<file path="src/fsg_pkg.sv">
/*
  Constants and types for the frame signature unit.
  Assumes an indexed register port (index write, data read/write) on sys_clk.
*/
// What this block does
// - Compute a 16-bit signature over one frame of displayed pixels.
// - Signature uses final displayed pixel values, not memory contents.
// - Control bit 7 enables block-transfer engine signature capture.
// - Control bit 6 has no effect on signature generation.
// - Control bit 5 forces pseudo-random data onto memory data bus.
// - Control bits 4:2 pick one of eight luma lines as input.
// - Control bit 1 aborts and resets any running signature.
// - Writing bit 0 arms; accumulation starts at next vertical sync.
// - Bit 0 reads 1 while running, self-clears when result ready.
// - Result low byte at next index, high byte at index after.
`default_nettype none
package fsg_pkg;
  // ==========================================================
  // Register indices
  localparam logic [7:0] FSG_IDX_CTRL     = 8'h18;
  localparam logic [7:0] FSG_IDX_RES_LO   = 8'h19;
  localparam logic [7:0] FSG_IDX_RES_HI   = 8'h1a;
  // ==========================================================
  // Control fields
  localparam int         FSG_BIT_BLT      = 7;
  localparam int         FSG_BIT_SPARE    = 6;
  localparam int         FSG_BIT_PRAND    = 5;
  localparam int         FSG_SEL_LSB      = 2;
  localparam int         FSG_BIT_RST      = 1;
  localparam int         FSG_BIT_GO       = 0;
  localparam logic [7:0] FSG_CTRL_RESET   = 8'h00;
  localparam logic [15:0] FSG_MISR_POLY   = 16'h1021;
  localparam logic [15:0] FSG_PRBS_SEED   = 16'hace1;

  // ==========================================================
  // Capture states
  typedef enum logic [1:0] {
    FSG_IDLE  = 2'b00,
    FSG_ARMED = 2'b01,
    FSG_RUN   = 2'b10
  } fsg_state_e;
endpackage : fsg_pkg
`default_nettype wire

</file>
<file path="src/fsg_frame_signature_unit.sv">
/*
  Frame signature unit: indexed control/result registers, vsync-aligned capture,
  MISR compression of displayed pixels, pseudo-random memory data source.
  Assumes pixel, vsync and luma inputs are async pins; register port is synchronous.
*/
`timescale 1ns/1ps
`default_nettype none
module fsg_frame_signature_unit (
  input  wire logic        sys_clk,
  input  wire logic        sys_rst,
  input  wire logic        idx_wr,
  input  wire logic [7:0]  idx_wdata,
  input  wire logic        dat_wr,
  input  wire logic        dat_rd,
  input  wire logic [7:0]  dat_wdata,
  output logic      [7:0]  dat_rdata,
  input  wire logic        vsync_in,
  input  wire logic        pixel_valid_in,
  input  wire logic [15:0] pixel_in,
  input  wire logic        blt_valid,
  input  wire logic [15:0] blt_data,
  input  wire logic [7:0]  video_port_luma_lines,
  output logic      [63:0] mem_data_force,
  output logic             mem_force_en,
  output logic             capture_busy
);
  import fsg_pkg::*;

  typedef struct packed {
    logic [7:0]  index;
    logic [7:0]  ctrl;
    fsg_state_e  state;
    logic [15:0] result;
    logic [15:0] prbs;
    logic [63:0] mem_q;
    logic [7:0]  rdata;
    logic        vs_s1;
    logic        vs_s2;
    logic        vs_d;
    logic        pv_s1;
    logic        pv_s2;
    logic [15:0] px_s1;
    logic [15:0] px_s2;
    logic [7:0]  ly_s1;
    logic [7:0]  ly_s2;
  } fsg_unit_s;

  fsg_unit_s   st_reg;
  fsg_unit_s   st_next;
  logic        misr_clr;
  logic        misr_step;
  logic [15:0] misr_din;
  logic [15:0] misr_sig;
  logic        vs_rise;
  logic        luma_bit;

  // ==========================================================
  // Helper functions
  // Free-running source for the memory data bus
  function automatic logic [15:0] prbs_step(input logic [15:0] v);
    prbs_step = {v[14:0], v[15] ^ v[14] ^ v[12] ^ v[3]};
  endfunction : prbs_step

  // One place decides whether an index names a register
  function automatic logic idx_is(input logic [7:0] index, input logic [7:0] target);
    idx_is = (index == target);
  endfunction : idx_is

  // Read mux; unmapped indices read as zero
  function automatic logic [7:0] read_mux(
    input logic [7:0]  index,
    input logic [7:0]  ctrl,
    input logic [15:0] result
  );
    read_mux = 8'h00;
    if (idx_is(index, FSG_IDX_CTRL)) begin
      read_mux = ctrl;
    end
    if (idx_is(index, FSG_IDX_RES_LO)) begin
      read_mux = result[7:0];
    end
    if (idx_is(index, FSG_IDX_RES_HI)) begin
      read_mux = result[15:8];
    end
  endfunction : read_mux

  // ==========================================================
  // Input synchronisers feed only their second stage
  assign vs_rise  = st_reg.vs_s2 & ~st_reg.vs_d;
  assign luma_bit = st_reg.ly_s2[st_reg.ctrl[FSG_SEL_LSB +: 3]];

  // ==========================================================
  // Compressor input and step
  // Displayed pixel values, not memory, feed the compressor
  always_comb begin
    misr_din = st_reg.px_s2 ^ {15'h0000, luma_bit};
    if (st_reg.ctrl[FSG_BIT_BLT] && blt_valid) begin
      misr_din = misr_din ^ blt_data;
    end
  end

  // Bit 6 is stored for readback only and steers nothing
  // The closing vsync edge belongs to the next frame and takes no step
  always_comb begin
    misr_step = 1'b0;
    if (st_reg.state == FSG_RUN && !vs_rise) begin
      misr_step = st_reg.pv_s2;
      if (st_reg.ctrl[FSG_BIT_BLT] && blt_valid) begin
        misr_step = 1'b1;
      end
    end
  end

  // ==========================================================
  // Control and capture sequencing
  always_comb begin
    st_next  = st_reg;
    misr_clr = 1'b0;

    // Two flops on each vsync, pixel valid, pixel and luma pin before any logic reads it
    st_next.vs_s1 = vsync_in;
    st_next.vs_s2 = st_reg.vs_s1;
    st_next.vs_d  = st_reg.vs_s2;
    st_next.pv_s1 = pixel_valid_in;
    st_next.pv_s2 = st_reg.pv_s1;
    st_next.px_s1 = pixel_in;
    st_next.px_s2 = st_reg.px_s1;
    st_next.ly_s1 = video_port_luma_lines;
    st_next.ly_s2 = st_reg.ly_s1;
    st_next.prbs  = prbs_step(st_reg.prbs);

    // Capture spans one vsync rise to the next
    case (st_reg.state)
      FSG_IDLE: begin
        st_next.state = FSG_IDLE;
      end
      FSG_ARMED: begin
        if (vs_rise) begin
          misr_clr      = 1'b1;
          st_next.state = FSG_RUN;
        end
      end
      FSG_RUN: begin
        if (vs_rise) begin
          st_next.result           = misr_sig;
          st_next.state            = FSG_IDLE;
          st_next.ctrl[FSG_BIT_GO] = 1'b0;
        end
      end
      default: begin
        st_next.state = FSG_IDLE;
      end
    endcase

    // Index port
    if (idx_wr) begin
      st_next.index = idx_wdata;
    end

    // Data port write; the result registers ignore writes
    if (dat_wr && idx_is(st_reg.index, FSG_IDX_CTRL)) begin
      st_next.ctrl = dat_wdata;
      if (dat_wdata[FSG_BIT_RST]) begin
        st_next.state            = FSG_IDLE;
        st_next.ctrl[FSG_BIT_GO] = 1'b0;
        misr_clr                 = 1'b1;
      end else if (dat_wdata[FSG_BIT_GO]) begin
        // Re-arm restarts cleanly from the next vsync
        st_next.state = FSG_ARMED;
      end else begin
        // A frame ending in this same cycle still drops the busy bit
        st_next.ctrl[FSG_BIT_GO] = st_reg.ctrl[FSG_BIT_GO]
                                   && (st_next.state != FSG_IDLE);
        if (!st_reg.ctrl[FSG_BIT_GO]) begin
          st_next.state = FSG_IDLE;
        end
      end
    end

    // Data and enable move on the same edge
    if (st_next.ctrl[FSG_BIT_PRAND]) begin
      st_next.mem_q = {4{st_reg.prbs}};
    end else begin
      st_next.mem_q = 64'h0000_0000_0000_0000;
    end

    // Read data registered one cycle after the strobe, held until the next
    if (dat_rd) begin
      st_next.rdata = read_mux(st_reg.index, st_reg.ctrl, st_reg.result);
    end
  end

  always_ff @(posedge sys_clk) begin
    if (sys_rst) begin
      st_reg       <= '0;
      st_reg.ctrl  <= FSG_CTRL_RESET;
      st_reg.state <= FSG_IDLE;
      st_reg.prbs  <= FSG_PRBS_SEED;
    end else begin
      st_reg <= st_next;
    end
  end

  // ==========================================================
  // Compressor
  fsg_misr u_misr (
    .sys_clk (sys_clk),
    .sys_rst (sys_rst),
    .clr     (misr_clr),
    .step    (misr_step),
    .din     (misr_din),
    .sig     (misr_sig)
  );

  // ==========================================================
  // Outputs, all straight from flip-flops
  assign dat_rdata      = st_reg.rdata;
  assign mem_data_force = st_reg.mem_q;
  assign mem_force_en   = st_reg.ctrl[FSG_BIT_PRAND];
  assign capture_busy   = st_reg.ctrl[FSG_BIT_GO];
endmodule : fsg_frame_signature_unit
`default_nettype wire

</file>
<file path="src/fsg_misr.sv">
/*
  16-bit multiple-input signature register, one step per enable.
  Assumes clear and step come from the same clock domain.
*/
`timescale 1ns/1ps
`default_nettype none
module fsg_misr (
  input  wire logic        sys_clk,
  input  wire logic        sys_rst,
  input  wire logic        clr,
  input  wire logic        step,
  input  wire logic [15:0] din,
  output logic      [15:0] sig
);
  import fsg_pkg::*;

  typedef struct packed {
    logic [15:0] sig;
  } fsg_misr_s;

  fsg_misr_s st_reg;
  fsg_misr_s st_next;

  // ==========================================================
  // Compression step
  always_comb begin
    st_next = st_reg;
    if (clr) begin
      st_next.sig = 16'h0000;
    end else if (step) begin
      st_next.sig = ({st_reg.sig[14:0], 1'b0}
                    ^ (st_reg.sig[15] ? FSG_MISR_POLY : 16'h0000)) ^ din;
    end
  end

  always_ff @(posedge sys_clk) begin
    if (sys_rst) st_reg <= '0;
    else st_reg <= st_next;
  end

  assign sig = st_reg.sig;
endmodule : fsg_misr
`default_nettype wire

</file>
<file path="config.mk">
export PLATFORM = sky130hd
export DESIGN_NAME = fsg_frame_signature_unit
export DESIGN_NICKNAME = d
export VERILOG_FILES = /design/src/fsg_pkg.sv /design/src/fsg_frame_signature_unit.sv /design/src/fsg_misr.sv
export SDC_FILE = /design/constraint.sdc
export NUM_CORES = 1
export LEC_CHECK = 0
export BUFFER_PORTS_ARGS = -buffer_cell sky130_fd_sc_hd__buf_2
export CORE_ASPECT_RATIO = 0.8
export CORE_MARGIN = 2
export CORE_UTILIZATION = 50
export DETAILED_ROUTE_END_ITERATION = 16
export GPL_ROUTABILITY_DRIVEN = 0
export PLACE_DENSITY = 0.77
export SKIP_LAST_GASP = 1
export SLEW_MARGIN = 15
export SYNTH_ARGS = -nofsm -noshare
export SYNTH_HDL_FRONTEND = slang
export SYNTH_SLANG_ARGS = --single-unit
</file>
<file path="constraint.sdc">
create_clock -name sys_clk -period 2.25 [get_ports sys_clk]
set_input_delay 0.225 -clock sys_clk [delete_from_list [all_inputs] [get_ports sys_clk]]
set_output_delay 0.225 -clock sys_clk [all_outputs]
set_load 0.01 [all_outputs]
</file>
==> flow_metrics.py <==
metrics = {
    "status": {
        "status": "complete, no violations",
    },
    "worst_setup_path": {
        "max_stage_delay_ns": 0.56,
        "crit_fanout": 17,
        "ff2ff_path_depth": 5,
        "start_kind": "flop",
        "path_cells": "nand4bb_1 -> nor3_2 -> nand2_2 -> mux2i_4 -> nor3b_1",
        "r2r_end": "mem_data_force[47]$_SDFF_PP0_",
        "critPathArrivalTime_ns": 2.15,
        "required_ns": 2.51,
        "startpoint": "st_reg[174]$_SDFFE_PP0P_",
        "critPathKind": "flop to flop",
        "end_kind": "flop",
        "endpoint": "mem_data_force[47]$_SDFF_PP0_",
        "rr_startpoint": "st_reg[174]$_SDFFE_PP0P_",
        "reg2reg_slack_ns": 0.36,
        "cp_slowest_cell": "mux2i_4",
    },
    "hold_path": {
        "hold_class": "input pin to flop",
        "hold_depth": 2,
    },
    "drt": {
        "viasPerCell": 4.68,
        "drc_errors": 0,
        "firstDrtPassIters": 4,
        "wl_per_cell_um": 12.8,
        "via_count": 3813,
        "drt_wl_total_um": 10400,
        "drt_iter0_markers": 264,
        "postRouteAntennaNets": 0,
    },
    "logic_synthesis": {
        "synthMuxAreaShare": 0.0407,
        "synth_area_per_cell_um2": 9.54,
        "synth_fa_ha_area_frac": 0.00659,
        "synth-edff-count": 0,
        "synth_xor_xnor_area_share": 0.0602,
        "synth_top_family_by_area": "simple AND/OR/NAND/NOR gates",
        "ys_warn_count": 0,
        "netlist_instances": 597,
        "netlist_area_um2": 5690,
        "synthArstFlopShare": 0,
        "synth_fp_nets": 664,
        "synth_top_area_frac": 0.503,
        "ys_ff_latch": 143,
        "synth-compound-area-share": 0.0637,
        "synthTopCellsByArea": "dfxtp_1 (50%), buf_4 (9.6%), nor2b_1 (7.6%), xnor2_1 (4.8%), a21oi_1 (3.9%)",
        "yosys.area.top_type": "dfxtp_1",
        "synth_cell_type_count": 40,
        "synthSimpleGateAreaFrac": 0.204,
        "synthFlopType": "dfxtp_1",
        "seq_area_frac_synth": 0.503,
    },
    "power_and_ir_drop": {
        "report.power.total_mw": 5.63,
        "peakVddDrop_mv": 0.626,
        "power-per-cell-area_nw_per_um2": 862,
        "leakage_nw": 2.80,
    },
    "clock_tree": {
        "cts-resized-gates": 0,
        "clk_pin_slew_worst_paths_ns": 0.06,
        "clk_root_buffer_cell": "clkbuf_16",
        "post_cts_buffers": 0,
        "clock_sinks": 143,
        "cts_tree": "done",
        "clockBufferDepth": 2,
        "ctsHtreeMaxLevel": 4,
        "ctsHoldBuffers": 0,
        "clk_latency_ns": 0.40,
        "cts_made_buffers": 17,
    },
    "sta": {
        "layout_min_cycle_time_ns": 1.89,
        "fmax_mhz": 529,
        "finalSetupTns_ns": 0,
        "rsz0062_at_grt": "false",
        "clock_skew_ns": 0.00699,
        "fin_crit_sh": 0.840,
        "drv_slew": 0,
        "maxSlewHeadroom": 0.624,
        "hold_viol": 0,
        "setup_viol": 0,
        "worst_pin_slew_ns": 0.552,
    },
    "floorplan": {
        "start_util": 0.519,
        "rows": 34,
        "dieWidth_um": 123,
        "dieArea_um2": 12300,
        "io_pins": 138,
        "core_area_um2": 11000,
        "die_h_um": 99.4,
    },
    "layout": {
        "fill_cells": 935,
        "diodes": 0,
        "seqCellArea_um2": 2860,
        "nets": 724,
        "multi_input_area_um2": 2130,
        "area_growth_pct": 14.7,
        "drive_gt1_frac": 0.282,
        "fin_area_um2": 6530,
        "largest_reg_flops": 59,
    },
    "global_routing": {
        "grt_max_degree": 55,
        "track_usage": 0.177,
        "grt_pass1_wl_um": 16600,
        "antenna_found_initial": 0,
        "grt_overflow": 0,
        "grt_pass1_vias": 3516,
    },
    "placement": {
        "detailed_place_hpwl_um": 7510,
        "dpl-instance-area_um2": 5940,
        "io_buffer_count": 137,
    },
    "flow_run": {
        "drv_cap": 0,
    },
}
## cells in the final DEF (no fill, tap or decap), types with 10 or more instances in the layout
cell type,Yosys,layout
dfxtp_1,143,143
buf_2,7,136
nor2b_1,69,69
nor2_1,53,53
a21oi_1,44,44
nand2_1,40,40
xnor2_1,31,31
nand3_1,18,18
clkbuf_16,0,17
mux2i_1,16,16
nand2b_1,12,12
nor3b_1,10,10
## metal layers
layer | vias up | track usage | wire length, um
li1 | 1982 | - | -
met1 | 1726 | 0.241 | 5030
met2 | 101 | 0.260 | 4700
met3 | 4 | 0.0573 | 623
met4 | 0 | 0.0708 | 64
met5 | - | 0 | 0
## logic make-up after synthesis
group                    count (synthesis)
AND/OR/NAND/NOR                        223
adder cells (fa/ha/maj)                  3
AO/OA/AOI/OAI                           65
multiplexers                            19
XOR/XNOR                                36
flip-flops                             143
buffers and inverters                  108
## synth_stat cells, types with 4 or more instances
master    count
o21ai_0       6
or2_2         7
inv_1         5
nand3_1      18
clkbuf_1     20
buf_2         7
nand2b_1     12
nor2b_1      69
buf_4        73
o211ai_1      8
dfxtp_1     143
nor3b_1      10
mux2i_1      16
nand2_1      40
xnor2_1      31
nor3_1        4
a21oi_1      44
nor2_1       53
## power by group
group          leakage [nW]  internal [mW]  switching (mW)
clock                 0.284           1.68            1.07
combinational          1.35          0.128           0.118
sequential             1.17           2.61          0.0258
## area by class of cell
| class | instances | share of cell area |
|---|---|---|
| clock buffer | 18 | 0.0673 |
| clock inverter | 14 | 0.0236 |
| inverter | 5 | 0.00287 |
| multi-input combinational | 346 | 0.327 |
| sequential | 143 | 0.438 |
| tap | 144 | 0.0276 |
| timing repair buffer | 144 | 0.113 |
## metrics by stage
step / setup slack, ns / util / hold WS [ns] / cells
after floorplan: 0.713 / - / 0.330 / 597
after global placement: 0.488 / 0.541 / 0.410 / 782
after detailed placement: 0.356 / 0.541 / 0.414 / 782
after CTS: 0.346 / 0.595 / 0.00639 / 814
after global routing: 0.185 / 0.595 / 0.0130 / 814
final: 0.359 / 0.595 / 0.0270 / 814
## worst max-delay path: cells and delay by family (launching register included)
family,cells,cell delay (ns)
flops,1,0.31
mux,1,0.56
simple gates,4,0.88
## worst min-delay path by stage
stage	start	end	slack, ns
2_1_floorplan	dat_wdata[1]	capture_busy$_SDFFE_PP0P_	0.33
3_3_place_gp	st_next[135]$_SDFF_PP0_	st_next[136]$_SDFF_PP1_	0.41
3_5_place_dp	st_next[135]$_SDFF_PP0_	st_next[136]$_SDFF_PP1_	0.41
4_1_cts	video_port_luma_lines[7]	st_next[7]$_SDFF_PP0_	0.006
5_1_grt	video_port_luma_lines[0]	st_next[0]$_SDFF_PP0_	0.01
6_report	pixel_in[5]	st_next[21]$_SDFF_PP0_	0.03
Note: power is estimated with default switching activity, not from simulation.
